File: src/include/uirp_pkg.sv
// Package: constants for the indirect core register port
package uirp_pkg;
  // Special-function addresses of the port
  localparam logic [7:0] UIRP_SFR_ADDR = 8'h96;
  localparam logic [7:0] UIRP_SFR_DATA = 8'h97;
  // Indirect address register fields
  localparam int UIRP_BUSY_BIT = 7;
  localparam int UIRP_AUTO_BIT = 6;
  // Core register map
  localparam logic [5:0] UIRP_FUNC_ADDR = 6'h00;
  localparam logic [5:0] UIRP_POWER = 6'h01;
  localparam logic [5:0] UIRP_IN_FLAGS = 6'h02;
  localparam logic [5:0] UIRP_OUT_FLAGS = 6'h04;
  localparam logic [5:0] UIRP_CM_FLAGS = 6'h06;
  localparam logic [5:0] UIRP_IN_IE = 6'h07;
  localparam logic [5:0] UIRP_OUT_IE = 6'h09;
  localparam logic [5:0] UIRP_CM_IE = 6'h0B;
  localparam logic [5:0] UIRP_FRAME_LO = 6'h0C;
  localparam logic [5:0] UIRP_FRAME_HI = 6'h0D;
  localparam logic [5:0] UIRP_INDEX = 6'h0E;
  localparam logic [5:0] UIRP_CLOCK_RECOVERY_CONTROL = 6'h0F;
  localparam logic [5:0] UIRP_EP0_CSR = 6'h11;
  localparam logic [5:0] UIRP_IN_CSRH = 6'h12;
  localparam logic [5:0] UIRP_OUT_CSRL = 6'h14;
  localparam logic [5:0] UIRP_OUT_CSRH = 6'h15;
  localparam logic [5:0] UIRP_EP0_CNT = 6'h16;
  localparam logic [5:0] UIRP_OUT_CNTH = 6'h17;
  localparam logic [5:0] UIRP_EP_ENABLE = 6'h1E;
  localparam logic [5:0] UIRP_FIFO_BASE = 6'h20;
  localparam logic [5:0] UIRP_FIFO_LAST = 6'h23;
  // Reset values
  localparam logic [7:0] UIRP_CLOCK_RECOVERY_CONTROL_RST = 8'h0F;
  localparam logic [7:0] UIRP_TRIM_RST = 8'h80;
  // Clock recovery control fields
  localparam int UIRP_CR_ENABLE_BIT = 7;
  localparam int UIRP_CR_SINGLE_BIT = 6;
  localparam int UIRP_CR_LOW_BIT = 5;
  localparam logic [7:0] UIRP_ZERO = 8'h00;
  // Fetch latency in cycles
  localparam logic [1:0] UIRP_FETCH_CYCLES = 2'h2;
  localparam int UIRP_NUM_EP = 4;
  localparam logic [3:0] UIRP_LAST_EP = 4'h3;
endpackage : uirp_pkg

File: src/core/uirp_port.sv
// Indirect register port: address/data SFRs and core register map
`timescale 1ns/1ps
`default_nettype none
module uirp_port
  import uirp_pkg::*;
(
  input wire logic clock_in,
  input wire logic srst_in,
  input wire logic [7:0] sfr_addr_in,
  input wire logic [7:0] sfr_wdata_in,
  input wire logic sfr_wr_in,
  input wire logic sfr_rd_in,
  input wire logic [7:0] in_flags_in,
  input wire logic [7:0] out_flags_in,
  input wire logic [7:0] cm_flags_in,
  input wire logic [7:0] frame_lo_in,
  input wire logic [7:0] frame_hi_in,
  input wire logic [7:0] fifo_rdata_in,
  input wire logic frame_mark_in,
  input wire logic early_in,
  output logic [7:0] sfr_rdata_out,
  output logic [7:0] fifo_wdata_out,
  output logic fifo_wr_out,
  output logic fifo_rd_out,
  output logic [1:0] fifo_ep_out,
  output logic [7:0] osc_trim_out
);
  typedef enum logic [1:0] {UIRP_IDLE, UIRP_FETCH} uirp_state_t;

  // True when the address names a listed core register
  function automatic logic uirp_mapped(input logic [5:0] a);
    case (a)
      UIRP_FUNC_ADDR, UIRP_POWER, UIRP_IN_FLAGS, UIRP_OUT_FLAGS, UIRP_CM_FLAGS,
      UIRP_IN_IE, UIRP_OUT_IE, UIRP_CM_IE, UIRP_FRAME_LO, UIRP_FRAME_HI,
      UIRP_INDEX, UIRP_CLOCK_RECOVERY_CONTROL, UIRP_EP0_CSR, UIRP_IN_CSRH, UIRP_OUT_CSRL,
      UIRP_OUT_CSRH, UIRP_EP0_CNT, UIRP_OUT_CNTH, UIRP_EP_ENABLE: uirp_mapped = 1'b1;
      default: uirp_mapped = (a >= UIRP_FIFO_BASE) && (a <= UIRP_FIFO_LAST);
    endcase
  endfunction : uirp_mapped

  // Port state
  uirp_state_t state, next_state;
  logic busy, next_busy;
  logic auto_rd, next_auto_rd;
  logic [5:0] core_register_select, next_core_register_select;
  logic [7:0] indirect_data_port, next_indirect_data_port;
  logic [1:0] fetch_cnt, next_fetch_cnt;
  logic [7:0] rdata, next_rdata;
  logic fifo_wr, next_fifo_wr;
  logic fifo_rd, next_fifo_rd;
  logic [7:0] fifo_wdata, next_fifo_wdata;
  logic [1:0] fifo_ep, next_fifo_ep;
  // Core registers
  logic [7:0] function_address, next_function_address;
  logic [7:0] power_management, next_power_management;
  logic [7:0] in_endpoint_irq_enables, next_in_endpoint_irq_enables;
  logic [7:0] out_endpoint_irq_enables, next_out_endpoint_irq_enables;
  logic [7:0] common_irq_enables, next_common_irq_enables;
  logic [3:0] endpoint_select_field, next_endpoint_select_field;
  logic [7:0] clock_recovery_control, next_clock_recovery_control;
  logic [7:0] endpoint_enable, next_endpoint_enable;
  logic [7:0] ep_ctl [UIRP_NUM_EP][4];
  logic [7:0] next_ep_ctl [UIRP_NUM_EP][4];
  logic [7:0] ep_cnt [UIRP_NUM_EP][2];
  logic [7:0] core_val;
  logic [1:0] ep;
  logic ep_ok;
  logic wr_addr, wr_data, rd_data, start_fetch;

  assign ep = endpoint_select_field[1:0];
  assign ep_ok = (endpoint_select_field <= UIRP_LAST_EP);
  assign wr_addr = sfr_wr_in && (sfr_addr_in == UIRP_SFR_ADDR);
  assign wr_data = sfr_wr_in && (sfr_addr_in == UIRP_SFR_DATA) && !busy;
  assign rd_data = sfr_rd_in && (sfr_addr_in == UIRP_SFR_DATA) && !busy;

  // Counts held at zero; byte counters belong to the FIFO engine
  always_comb begin
    for (int i = 0; i < UIRP_NUM_EP; i++) begin
      ep_cnt[i][0] = UIRP_ZERO;
      ep_cnt[i][1] = UIRP_ZERO;
    end
  end

  // Read multiplexer of the core map for the selected address
  always_comb begin
    core_val = UIRP_ZERO;
    case (core_register_select)
      UIRP_FUNC_ADDR: core_val = function_address;
      UIRP_POWER: core_val = power_management;
      UIRP_IN_FLAGS: core_val = in_flags_in;
      UIRP_OUT_FLAGS: core_val = out_flags_in;
      UIRP_CM_FLAGS: core_val = cm_flags_in;
      UIRP_IN_IE: core_val = in_endpoint_irq_enables;
      UIRP_OUT_IE: core_val = out_endpoint_irq_enables;
      UIRP_CM_IE: core_val = common_irq_enables;
      UIRP_FRAME_LO: core_val = frame_lo_in;
      UIRP_FRAME_HI: core_val = frame_hi_in;
      UIRP_INDEX: core_val = {4'h0, endpoint_select_field};
      UIRP_CLOCK_RECOVERY_CONTROL: core_val = clock_recovery_control;
      UIRP_EP_ENABLE: core_val = endpoint_enable;
      UIRP_EP0_CSR: core_val = ep_ok ? ep_ctl[ep][0] : UIRP_ZERO;
      UIRP_IN_CSRH: core_val = ep_ok ? ep_ctl[ep][1] : UIRP_ZERO;
      UIRP_OUT_CSRL: core_val = ep_ok ? ep_ctl[ep][2] : UIRP_ZERO;
      UIRP_OUT_CSRH: core_val = ep_ok ? ep_ctl[ep][3] : UIRP_ZERO;
      UIRP_EP0_CNT: core_val = ep_ok ? ep_cnt[ep][0] : UIRP_ZERO;
      UIRP_OUT_CNTH: core_val = ep_ok ? ep_cnt[ep][1] : UIRP_ZERO;
      default: core_val = uirp_mapped(core_register_select) ? fifo_rdata_in : UIRP_ZERO;
    endcase
  end

  // Address register, busy handshake and data port
  always_comb begin
    next_state = state;
    next_busy = busy;
    next_auto_rd = auto_rd;
    next_core_register_select = core_register_select;
    next_indirect_data_port = indirect_data_port;
    next_fetch_cnt = fetch_cnt;
    next_fifo_rd = 1'b0;
    start_fetch = 1'b0;
    if (wr_addr) begin
      next_core_register_select = sfr_wdata_in[5:0];
      next_auto_rd = sfr_wdata_in[UIRP_AUTO_BIT];
      start_fetch = sfr_wdata_in[UIRP_BUSY_BIT];
    end
    if (rd_data && auto_rd) begin
      start_fetch = 1'b1;
    end
    if (wr_data) begin
      next_indirect_data_port = sfr_wdata_in;
    end
    case (state)
      UIRP_IDLE: begin
        if (start_fetch) begin
          next_busy = 1'b1;
          next_fetch_cnt = UIRP_FETCH_CYCLES;
          next_state = UIRP_FETCH;
        end
      end
      UIRP_FETCH: begin
        if (fetch_cnt == 2'h1) begin
          next_indirect_data_port = core_val;
          next_fifo_rd = (core_register_select >= UIRP_FIFO_BASE) && uirp_mapped(core_register_select);
          next_busy = 1'b0;
          next_state = UIRP_IDLE;
        end
        next_fetch_cnt = fetch_cnt - 2'h1;
      end
      default: begin
        next_state = UIRP_IDLE;
        next_busy = 1'b0;
      end
    endcase
  end

  // Register writes through the data port
  always_comb begin
    next_function_address = function_address;
    next_power_management = power_management;
    next_in_endpoint_irq_enables = in_endpoint_irq_enables;
    next_out_endpoint_irq_enables = out_endpoint_irq_enables;
    next_common_irq_enables = common_irq_enables;
    next_endpoint_select_field = endpoint_select_field;
    next_clock_recovery_control = clock_recovery_control;
    next_endpoint_enable = endpoint_enable;
    next_ep_ctl = ep_ctl;
    next_fifo_wr = 1'b0;
    next_fifo_wdata = fifo_wdata;
    next_fifo_ep = fifo_ep;
    if (wr_data) begin
      case (core_register_select)
        UIRP_FUNC_ADDR: next_function_address = {1'b1, sfr_wdata_in[6:0]};
        UIRP_POWER: next_power_management = sfr_wdata_in;
        UIRP_IN_IE: next_in_endpoint_irq_enables = sfr_wdata_in;
        UIRP_OUT_IE: next_out_endpoint_irq_enables = sfr_wdata_in;
        UIRP_CM_IE: next_common_irq_enables = sfr_wdata_in;
        UIRP_INDEX: next_endpoint_select_field = sfr_wdata_in[3:0];
        UIRP_CLOCK_RECOVERY_CONTROL: next_clock_recovery_control = sfr_wdata_in;
        UIRP_EP_ENABLE: next_endpoint_enable = sfr_wdata_in;
        UIRP_EP0_CSR: if (ep_ok) next_ep_ctl[ep][0] = sfr_wdata_in;
        UIRP_IN_CSRH: if (ep_ok) next_ep_ctl[ep][1] = sfr_wdata_in;
        UIRP_OUT_CSRL: if (ep_ok) next_ep_ctl[ep][2] = sfr_wdata_in;
        UIRP_OUT_CSRH: if (ep_ok) next_ep_ctl[ep][3] = sfr_wdata_in;
        default: begin
          if (uirp_mapped(core_register_select) && (core_register_select >= UIRP_FIFO_BASE)) begin
            next_fifo_wr = 1'b1;
            next_fifo_wdata = sfr_wdata_in;
            next_fifo_ep = core_register_select[1:0];
          end
        end
      endcase
    end
    if (state == UIRP_FETCH && fetch_cnt == 2'h1) begin
      next_fifo_ep = core_register_select[1:0];
    end
  end

  // SFR read data
  always_comb begin
    next_rdata = UIRP_ZERO;
    if (sfr_addr_in == UIRP_SFR_ADDR) begin
      next_rdata = {next_busy, next_auto_rd, next_core_register_select};
    end else if (sfr_addr_in == UIRP_SFR_DATA) begin
      next_rdata = next_indirect_data_port;
    end
  end

  // State registers
  always_ff @(posedge clock_in) begin
    if (srst_in) begin
      state <= UIRP_IDLE;
      busy <= 1'b0;
      auto_rd <= 1'b0;
      core_register_select <= 6'h00;
      indirect_data_port <= UIRP_ZERO;
      fetch_cnt <= 2'h0;
      rdata <= UIRP_ZERO;
      fifo_wr <= 1'b0;
      fifo_rd <= 1'b0;
      fifo_wdata <= UIRP_ZERO;
      fifo_ep <= 2'h0;
      function_address <= UIRP_ZERO;
      power_management <= UIRP_ZERO;
      in_endpoint_irq_enables <= UIRP_ZERO;
      out_endpoint_irq_enables <= UIRP_ZERO;
      common_irq_enables <= UIRP_ZERO;
      endpoint_select_field <= 4'h0;
      clock_recovery_control <= UIRP_CLOCK_RECOVERY_CONTROL_RST;
      endpoint_enable <= UIRP_ZERO;
      for (int i = 0; i < UIRP_NUM_EP; i++) begin
        for (int j = 0; j < 4; j++) begin
          ep_ctl[i][j] <= UIRP_ZERO;
        end
      end
    end else begin
      state <= next_state;
      busy <= next_busy;
      auto_rd <= next_auto_rd;
      core_register_select <= next_core_register_select;
      indirect_data_port <= next_indirect_data_port;
      fetch_cnt <= next_fetch_cnt;
      rdata <= next_rdata;
      fifo_wr <= next_fifo_wr;
      fifo_rd <= next_fifo_rd;
      fifo_wdata <= next_fifo_wdata;
      fifo_ep <= next_fifo_ep;
      function_address <= next_function_address;
      power_management <= next_power_management;
      in_endpoint_irq_enables <= next_in_endpoint_irq_enables;
      out_endpoint_irq_enables <= next_out_endpoint_irq_enables;
      common_irq_enables <= next_common_irq_enables;
      endpoint_select_field <= next_endpoint_select_field;
      clock_recovery_control <= next_clock_recovery_control;
      endpoint_enable <= next_endpoint_enable;
      ep_ctl <= next_ep_ctl;
    end
  end

  // Clock recovery engine steered by the recovery control register
  uirp_recovery u_recovery (
    .clock_in(clock_in),
    .srst_in(srst_in),
    .enable_in(clock_recovery_control[UIRP_CR_ENABLE_BIT]),
    .low_speed_in(clock_recovery_control[UIRP_CR_LOW_BIT]),
    .single_step_in(clock_recovery_control[UIRP_CR_SINGLE_BIT]),
    .frame_mark_in(frame_mark_in),
    .early_in(early_in),
    .trim_out(osc_trim_out)
  );

  assign sfr_rdata_out = rdata;
  assign fifo_wr_out = fifo_wr;
  assign fifo_rd_out = fifo_rd;
  assign fifo_wdata_out = fifo_wdata;
  assign fifo_ep_out = fifo_ep;
endmodule : uirp_port
`default_nettype wire

File: src/core/uirp_recovery.sv
// Clock recovery oscillator trim engine driven from received bit timing
`timescale 1ns/1ps
`default_nettype none
module uirp_recovery
  import uirp_pkg::*;
(
  input wire logic clock_in,
  input wire logic srst_in,
  input wire logic enable_in,
  input wire logic low_speed_in,
  input wire logic single_step_in,
  input wire logic frame_mark_in,
  input wire logic early_in,
  output logic [7:0] trim_out
);
  logic [7:0] trim;
  logic [7:0] next_trim;

  // Nudge the oscillator toward received timing on each frame marker
  always_comb begin
    next_trim = trim;
    if (enable_in && frame_mark_in) begin
      if (early_in) begin
        next_trim = (single_step_in || low_speed_in) ? trim - 8'h01 : trim - 8'h02;
      end else begin
        next_trim = (single_step_in || low_speed_in) ? trim + 8'h01 : trim + 8'h02;
      end
    end
  end

  // Trim register
  always_ff @(posedge clock_in) begin
    if (srst_in) begin
      trim <= UIRP_TRIM_RST;
    end else begin
      trim <= next_trim;
    end
  end

  assign trim_out = trim;
endmodule : uirp_recovery
`default_nettype wire

File: config.mk
export PLATFORM = sky130hd
export DESIGN_NAME = uirp_port
export DESIGN_NICKNAME = d
export VERILOG_FILES = /design/src/include/uirp_pkg.sv /design/src/core/uirp_port.sv /design/src/core/uirp_recovery.sv
export SDC_FILE = /design/constraint.sdc
export NUM_CORES = 1
export LEC_CHECK = 0
export ABC_AREA = 0
export BUFFER_PORTS_ARGS = -buffer_cell sky130_fd_sc_hd__buf_2
export CAP_MARGIN = 20
export CORE_ASPECT_RATIO = 1.2
export CORE_UTILIZATION = 50
export DETAILED_ROUTE_END_ITERATION = 12
export MAX_ROUTING_LAYER = met4
export PLACE_DENSITY = 0.69
export REMOVE_ABC_BUFFERS = 1
export SETUP_SLACK_MARGIN = 0.1
export SKIP_CTS_REPAIR_TIMING = 1
export SYNTH_ARGS = -nofsm -noshare
export SYNTH_HDL_FRONTEND = slang
export SYNTH_SLANG_ARGS = --single-unit
File: constraint.sdc
create_clock -name clock_in -period 2.4 [get_ports clock_in]
set_input_delay 0.24 -clock clock_in [delete_from_list [all_inputs] [get_ports clock_in]]
set_output_delay 0.24 -clock clock_in [all_outputs]
set_load 0.02 [all_outputs]
==> results of run 1 <==
==> layout make-up <==
type	count	area, sq um	share of cell area (%)
clock buffers	35	723	5.34
clock inverters	8	96.3	0.712
inverters	8	30.0	0.222
multi-input cells	780	6110	45.1
flip-flops and latches	235	4710	34.8
well taps	274	343	2.53
repair buffers	212	1520	11.2
==> stage by stage <==
step / setup TNS [ns] / util, % / setup WS (ns)
final: 0 / 62.6 / 0.0467
after global routing: -0.231 / 62.6 / -0.0439
after CTS: -1.97 / 61.0 / -0.404
after detailed placement: -1.86 / 57.3 / -0.423
after global placement: -1.41 / 57.3 / -0.412
after floorplan: -47.09 / - / -0.803
==> cells in the mapped netlist (all sizes together), types with 3 or more instances <==
| cell type | number | area (sq um) |
|---|---|---|
| inv | 8 | 30.0 |
| mux2i | 183 | 1830 |
| a211oi | 9 | 67.6 |
| o22ai | 9 | 56.3 |
| nor3 | 16 | 101 |
| a211o | 4 | 35.0 |
| nand3 | 30 | 173 |
| and2 | 3 | 18.8 |
| nand4b | 3 | 26.3 |
| clkbuf | 60 | 225 |
| a22o | 33 | 289 |
| dfxtp | 235 | 4700 |
| and3 | 7 | 43.8 |
| a21oi | 31 | 155 |
| o21ai | 5 | 25.0 |
| or2 | 4 | 25.0 |
| buf | 36 | 173 |
| ha | 6 | 75.1 |
| nor3b | 5 | 42.5 |
| mux2 | 4 | 45.0 |
| a31o | 7 | 61.3 |
| nand3b | 5 | 37.5 |
| nor4b | 5 | 56.3 |
| nand2 | 47 | 176 |
| nor4 | 9 | 71.3 |
| nor2 | 210 | 828 |
| xnor2 | 5 | 43.8 |
| a221oi | 10 | 87.6 |
| nand4 | 7 | 43.8 |
| nand2b | 9 | 56.3 |
| mux4 | 32 | 721 |
| or4b | 3 | 30.0 |
| xor2 | 5 | 43.8 |
| nor2b | 11 | 68.8 |
| a22oi | 33 | 248 |
==> worst max-delay path by stage <==
stage / end / slack, ns / cells past startpoint / startpoint
floorplan: sfr_rdata_out[7] / -0.80 / 5 / endpoint_select_field[0]
global placement: sfr_rdata_out[5] / -0.41 / 6 / endpoint_select_field[1]
detailed placement: sfr_rdata_out[5] / -0.42 / 6 / endpoint_select_field[1]
CTS: sfr_rdata_out[5] / -0.40 / 6 / endpoint_select_field[1]
global route: flop / -0.04 / 9 / endpoint_select_field[3]
finish: flop / 0.05 / 9 / endpoint_select_field[3]
==> per-layer routing <==
metal / up-vias / global-route usage (%)
met5: - / -
met4: 0 / 10.1
met3: 60 / 3.93
met2: 325 / 48.2
met1: 4495 / 36.4
li1: 4329 / -
==> where the power goes <==
group          internal, mW  switching (mW)
Clock                  2.30            1.56
Combinational        0.0900           0.212
Sequential             3.90         0.00147
Total                  6.30            1.78
==> kinds of logic after synthesis <==
kind of cell               share of synthesized area, %
AOI/OAI and AO/OA                                  10.9
muxes                                              23.6
xor gates and xnor gates                          0.797
and+or+nand+nor                                    17.3
buffers and inverters                              3.89
DFF                                                42.8
adders and majority gates                         0.683
==> reports/qor.yml, run 1 <==
layout:
  final_nets: 1338
  area_delta_synth_final_pct: 23.1
  fillCellCount: 1769
  drive_gt1_share_pct: 28.3
  stdcell_count: 1552
  layout_common_cells: "dfxtp_1, nor2_1, mux2i_1"
  fin_area_sq_um: 13500
  antennaDiodeCount: 0
  final_common_cell: "dfxtp_1"
timing:
  holdWs_ns: 0.176
  period_share_pct: 98.1
  max_slew_margin_pct: 50.9
  setup_viol: 0
  worstMarginPinSlew_ns: 0.736
  hold_viol_final: 0
  rsz0062_at_grt: "yes"
  fmax_mhz: 425
  worst_clock_skew_ns: 0.0207
  slew_violations: 0
  period_minus_slack_ns: 2.35
placement:
  gp_congestion: 0.940
  dp.cells: 1504
  hpwl_mm: 22.0
  placed_area_sq_um: 12400
  portBuffers: 97
route:
  met2_length_mm: 15.6
  antenna_left: 0
  highest_layer: "met4"
  met3_length_mm: 1.94
  wl_per_cell_microns: 20.7
  num_vias: 9209
  drtPass1Iterations: 8
  drtIter0Drc: 867
  wl_met1_mm: 13.5
  route.detailed.drc: 0
  wl_mm: 32.1
  vias_per_cell: 5.93
worst_setup_path:
  r2r_cells: 9
  critical_path_required_ns: 2.78
  path_buf_inv: 3
  cp-end-kind: "flop"
  crit_path_max_incr_delay_ns: 0.57
  path_cells: "or4b_4 > nor4_4 > buf_4 > nor3b_4 > buf_6 > nand3b_1 > buf_6 > mux2i_1 > nor2_1"
  slowest_stage: "or4b_4"
  crit_fanout: 6
  r2r_setup_slack_ns: 0.05
  critPathTopFamily: "simple AND/OR/NAND/NOR gates"
  critical_path_class: "reg2reg"
  critPathLaunchType: "flop"
  crit_arrival_ns: 2.73
  r2r-start: "endpoint_select_field[3]"
  crit_top_cell: "buf_6"
synth:
  synth-async-reset-ratio_pct: 0
  syn-cell-area_sq_um: 11000
  syn_area_per_cell_sq_um: 9.82
  synth_ff_type: "dfxtp_1"
  yosysWarnings: 0
  synth_edf_count: 0
  yosysUniqueCellTypes: 71
  synth-seq-cells: 235
  seq_area_frac_synth_pct: 42.8
  syn_inst: 1119
run_status:
  outcome: "complete, no violations"
clock_network:
  cts_buffers: 25
  clkTransAtPathRegs_ns: 0.06
  cts.sinks: 235
  clkLatencyLatePin_ns: 0.53
  clock-root-buffer: "clkbuf_16"
  cts_max_level: 1
  clockBufferDepth: 3
  cts_tree: "done"
flow_run:
  maxCapViolCount: 0
die:
  io_pins: 98
  dieWidth_microns: 137
  num_rows: 59
  core_area_sq_um: 21600
  die_h_microns: 164
  initial_core_util_pct: 50.8
  die-area_sq_um: 22600
global_route:
  antenna_found_initial: 0
  grtUsageTotal_pct: 29.1
  overflow: 0
  grt_first_pass_wirelength_mm: 48.8
  grt_max_degree: 119
  first_global_vias: 8715
hold_path:
  hold_depth: 2
  hold_class: "in2reg"
  min_from: "srst_in"
  whs_endpoint: "fifo_wdata_out[5]"
power:
  ir_worst_vdd_v: 0.000774
  power_leakage_nw: 5.16
  powerDensity_nw_per_um2: 597
  finalPower_mw: 8.07
Note: power is estimated with default switching activity, not from simulation.
==> inputs of run 2 (changes only) <==
Settings changed: CORE_MARGIN set to 5.
==> reports/qor.yml, run 2 (same netlist as run 1, synthesis figures left out) <==
route:
  wl_per_cell_microns: 21.5  # was 20.7 microns
  vias_per_cell: 5.91  # was 5.93
  route.detailed.drc: 0  # unchanged
  drtIter0Drc: 724  # was 867
  wl_mm: 33.4  # was 32.1 mm
  num_vias: 9182  # was 9209
  antenna_left: 0  # unchanged
  drtPass1Iterations: 5  # was 8
layout:
  antennaDiodeCount: 0  # unchanged
  area_delta_synth_final_pct: 23.2  # was 23.1%
  layout_common_cells: "dfxtp_1, nor2_1, mux2i_1"  # unchanged
  final_common_cell: "dfxtp_1"  # unchanged
  drive_gt1_share_pct: 28.4  # was 28.3%
  fin_area_sq_um: 13500  # about the same
  fillCellCount: 1815  # was 1769
  final_nets: 1338  # unchanged
timing:
  worstMarginPinSlew_ns: 0.752  # was 0.736 ns
  slew_violations: 0  # unchanged
  setup_viol: 0  # unchanged
  period_minus_slack_ns: 2.31  # was 2.35 ns
  fin_setup_tns_ns: 0  # unchanged
  hold_viol_final: 0  # unchanged
  rsz0062_at_grt: "yes"  # unchanged
  period_share_pct: 96.1  # was 98.1%
  worst_clock_skew_ns: 0.0127  # was 0.0207 ns
  holdWs_ns: 0.0944  # was 0.176 ns
  fmax_mhz: 434  # was 425 MHz
  max_slew_margin_pct: 49.2  # was 50.9%
worst_setup_path:
  critical_path_required_ns: 2.79  # was 2.78 ns
  crit_path_max_incr_delay_ns: 0.56  # was 0.57 ns
  r2r_cells: 8  # was 9
  critPathTopFamily: "simple AND/OR/NAND/NOR gates"  # unchanged
  critical_path_class: "reg2reg"  # unchanged
  path_cells: "or4b_4 > nor4_4 > nor3b_4 > buf_6 > nand3b_1 > buf_4 > mux2i_1 > nor2_1"  # was or4b_4 > nor4_4 > buf_4 > nor3b_4 > buf_6 > nand3b_1 > buf_6 > mux2i_1 > nor2_1
  cp-end-kind: "flop"  # unchanged
  slowest_stage: "or4b_4"  # unchanged
  critPathLaunchType: "flop"  # unchanged
  crit_arrival_ns: 2.70  # was 2.73 ns
  crit_fanout: 5  # was 6
  path_buf_inv: 2  # was 3
  r2r-start: "busy"  # was endpoint_select_field[3]
  r2r_setup_slack_ns: 0.09  # was 0.05 ns
hold_path:
  hold_depth: 2  # unchanged
  hold_class: "in2reg"  # unchanged
  min_from: "srst_in"  # unchanged
global_route:
  grt_first_pass_wirelength_mm: 50.8  # was 48.8 mm
  antenna_found_initial: 0  # unchanged
  gr-usage-met1_pct: 32.8  # was 36.4%
  grtUsageTotal_pct: 25.9  # was 29.1%
  grtUsageMet3_pct: 3.12  # was 3.93%
  grt_max_degree: 52  # was 119
  first_global_vias: 8911  # was 8715
  use_met2_pct: 43.2  # was 48.2%
  overflow: 0  # unchanged
  busiest_layer: "met2"  # unchanged
clock_network:
  clockBufferDepth: 3  # unchanged
  clkLatencyLatePin_ns: 0.52  # was 0.53 ns
  cts_buffers: 25  # unchanged
  clkTransAtPathRegs_ns: 0.06  # about the same
  clock-root-buffer: "clkbuf_16"  # unchanged
  cts.sinks: 235  # unchanged
  cts_max_level: 1  # unchanged
  cts_tree: "done"  # unchanged
die:
  initial_core_util_pct: 50.7  # was 50.8%
  num_rows: 59  # unchanged
  core_area_sq_um: 21700  # was 21600 sq um
  die-area_sq_um: 25100  # was 22600 sq um
  die_h_microns: 172  # was 164 microns
  io_pins: 98  # unchanged
  dieWidth_microns: 145  # was 137 microns
flow_run:
  maxCapViolCount: 0  # unchanged
power:
  powerDensity_nw_per_um2: 620  # was 597 nW/um^2
  ir_worst_vdd_v: 0.00105  # was 0.000774 V
  finalPower_mw: 8.40  # was 8.07 mW
  power_leakage_nw: 5.18  # was 5.16 nW
run_status:
  outcome: "complete, no violations"  # unchanged
placement:
  hpwl_mm: 23.5  # was 22.0 mm
  portBuffers: 97  # unchanged
  placed_area_sq_um: 12300  # was 12400 sq um
  gp_congestion: 0.996  # was 0.940
-- run 2: how the worst max path moves through the flow --
| stage | startpoint | to | slack (ns) | cells after the start |
|---|---|---|---|---|
| finish | busy | flop | 0.09 | 8 |
| global route | busy | flop | -0.02 | 8 |
| global placement | core_register_select[0] | sfr_rdata_out[5] | -0.26 | 7 |
| detailed placement | endpoint_select_field[0] | sfr_rdata_out[5] | -0.24 | 6 |
| CTS | endpoint_select_field[0] | sfr_rdata_out[5] | -0.26 | 6 |
| floorplan | endpoint_select_field[0] | sfr_rdata_out[7] | -0.80 | 5 |
-- run 2: area by class of cell --
cell class | count | area (sq um) | area share [%]
clock buffer | 34 | 709 | 5.24
clock inverter | 11 | 190 | 1.40
inverter | 8 | 30.0 | 0.222
multi-input combinational | 780 | 6060 | 44.7
sequential | 235 | 4720 | 34.8
tap | 274 | 343 | 2.53
timing repair buffer | 212 | 1500 | 11.1
-- run 2: where the power goes --
part	internal, mW	switching [mW]	total (mW)	leakage, nW
Sequential	3.90	0.00156	3.90	1.90
Combinational	0.0952	0.216	0.311	2.84
Clock	2.61	1.58	4.19	0.440
-- run 2: routing by layer --
layer | up-vias | wire length [microns]
met2 | 320 | 16300
li1 | 4331 | -
met4 | 0 | 1260
met1 | 4454 | 14000
met5 | - | 0
met3 | 77 | 1780
-- run 2: stage by stage --
stage	util (%)	cells	setup slack (ns)
after global routing	62.4	1554	-0.0195
final	62.4	1554	0.0942
after global placement	56.7	1499	-0.258
after detailed placement	56.7	1499	-0.242
after CTS	60.8	1544	-0.255
after floorplan	-	1023	-0.803
==> inputs of run 3 (changes only) <==
Settings changed: PLACE_DENSITY 0.69 to not set, PLACE_DENSITY_LB_ADDON set to 0.05.
==> reports/qor.yml, run 3 (same netlist as run 1, synthesis figures left out) <==
run_status:
  outcome: "complete, no violations"  # unchanged
flow_run:
  maxCapViolCount: 0  # unchanged
timing:
  worstMarginPinSlew_ns: 0.646  # was 0.752 ns
  slew_violations: 0  # unchanged
  rsz0062_at_grt: "yes"  # unchanged
  fmax_mhz: 441  # was 434 MHz
  max_slew_margin_pct: 56.9  # was 49.2%
  hold_viol_final: 0  # unchanged
  period_minus_slack_ns: 2.27  # was 2.31 ns
  worst_clock_skew_ns: 0.0132  # was 0.0127 ns
  setup_viol: 0  # unchanged
  fin_setup_tns_ns: 0  # unchanged
  period_share_pct: 94.6  # was 96.1%
worst_setup_path:
  r2r_cells: 8  # unchanged
  crit_arrival_ns: 2.67  # was 2.70 ns
  r2r_setup_slack_ns: 0.13  # was 0.09 ns
  r2r-start: "endpoint_select_field[2]"  # was busy
  critical_path_required_ns: 2.80  # was 2.79 ns
  critPathLaunchType: "flop"  # unchanged
  crit_fanout: 8  # was 5
  crit_start: "endpoint_select_field[2]"  # was busy
  cp-end-kind: "flop"  # unchanged
  critical_path_class: "reg2reg"  # unchanged
layout:
  final_nets: 1344  # was 1338
  final_common_cell: "dfxtp_1"  # unchanged
  layout_common_cells: "dfxtp_1, nor2_1, mux2i_1"  # unchanged
  antennaDiodeCount: 0  # unchanged
  area_delta_synth_final_pct: 23.5  # was 23.2%
  fillCellCount: 1904  # was 1815
  drive_gt1_share_pct: 28.3  # was 28.4%
  fin_area_sq_um: 13600  # was 13500 sq um
  post-route-util_pct: 62.6  # was 62.4%
global_route:
  first_global_vias: 8861  # was 8911
  grtUsageTotal_pct: 27.2  # was 25.9%
  overflow: 0  # unchanged
  antenna_found_initial: 0  # unchanged
  grt_first_pass_wirelength_mm: 52.4  # was 50.8 mm
  grt_max_degree: 118  # was 52
route:
  drtIter0Drc: 559  # was 724
  wl_mm: 34.2  # was 33.4 mm
  drtPass1Iterations: 5  # unchanged
  antenna_left: 0  # unchanged
  num_vias: 9151  # was 9182
  route.detailed.drc: 0  # unchanged
  wl_per_cell_microns: 21.9  # was 21.5 microns
  vias_per_cell: 5.87  # was 5.91
power:
  powerDensity_nw_per_um2: 596  # was 620 nW/um^2
  ir_worst_vdd_v: 0.000643  # was 0.00105 V
  power_leakage_nw: 5.21  # was 5.18 nW
die:
  initial_core_util_pct: 50.7  # unchanged
  core_area_sq_um: 21700  # unchanged
  io_pins: 98  # unchanged
  dieWidth_microns: 145  # unchanged
  die-area_sq_um: 25100  # unchanged
  die_h_microns: 172  # unchanged
  num_rows: 59  # unchanged
clock_network:
  clkLatencyLatePin_ns: 0.52  # about the same
  clkTransAtPathRegs_ns: 0.06  # about the same
  cts_max_level: 1  # unchanged
  cts.sinks: 235  # unchanged
  cts_buffers: 24  # was 25
  clock-root-buffer: "clkbuf_16"  # unchanged
  cts_tree: "done"  # unchanged
  clockBufferDepth: 3  # unchanged
placement:
  placed_area_sq_um: 12400  # was 12300 sq um
  portBuffers: 97  # unchanged
  gp_congestion: 0.949  # was 0.996
  hpwl_mm: 24.0  # was 23.5 mm
hold_path:
  hold_depth: 2  # unchanged
  hold_class: "in2reg"  # unchanged
-- run 3: critical path, stage by stage (launching register included) --
cell and delay, ns:
dfxtp_2 0.32, or4b_4 0.56, nor4_4 0.32, buf_4 0.19
o311ai_1 0.09, buf_4 0.21, a21oi_4 0.14, nor2_4 0.08
a22o_1 0.25
-- run 3: power by group --
| group | total [mW] | internal, mW | switching, mW |
|---|---|---|---|
| registers | 3.90 | 3.90 | 0.00253 |
| clock network | 3.88 | 2.31 | 1.56 |
| logic | 0.315 | 0.0929 | 0.222 |
-- run 3: through the flow --
step | power [mW] | worst slack (ns) | std cells | hold WS, ns
floorplan | 4.05 | -0.803 | 1023 | 0.309
global placement | 4.30 | -0.0582 | 1508 | 0.441
detailed placement | 4.30 | -0.0408 | 1508 | 0.450
CTS | 8.15 | -0.0528 | 1550 | 0.0721
global route | 8.33 | 0.00311 | 1558 | 0.109
finish | 8.09 | 0.130 | 1558 | 0.0907
-- run 3: layer usage --
layer  up-vias  global-route usage [%]  wire [microns]
met1      4415                    34.6           14500
met4         0                    9.33            1260
met3        76                    4.33            2200
li1       4346                       -               -
met2       314                    44.6           16300
met5         -                       -               0
-- run 3: how the worst min path moves through the flow --
| stage | slack [ns] | end | startpoint |
|---|---|---|---|
| after floorplan | 0.31 | flop | srst_in |
| after global placement | 0.44 | flop | flop |
| after detailed placement | 0.45 | flop | flop |
| after CTS | 0.07 | flop | srst_in |
| after global routing | 0.11 | flop | srst_in |
| final | 0.09 | flop | srst_in |
-- run 3: area by class of cell --
type | count | area, sq um | area share [%]
Multi-Input combinational cell | 780 | 6100 | 44.9
Sequential cell | 235 | 4710 | 34.7
Clock buffer | 32 | 682 | 5.02
Inverter | 8 | 30.0 | 0.221
Clock inverter | 10 | 131 | 0.967
Timing Repair Buffer | 219 | 1580 | 11.6
Tap cell | 274 | 343 | 2.52
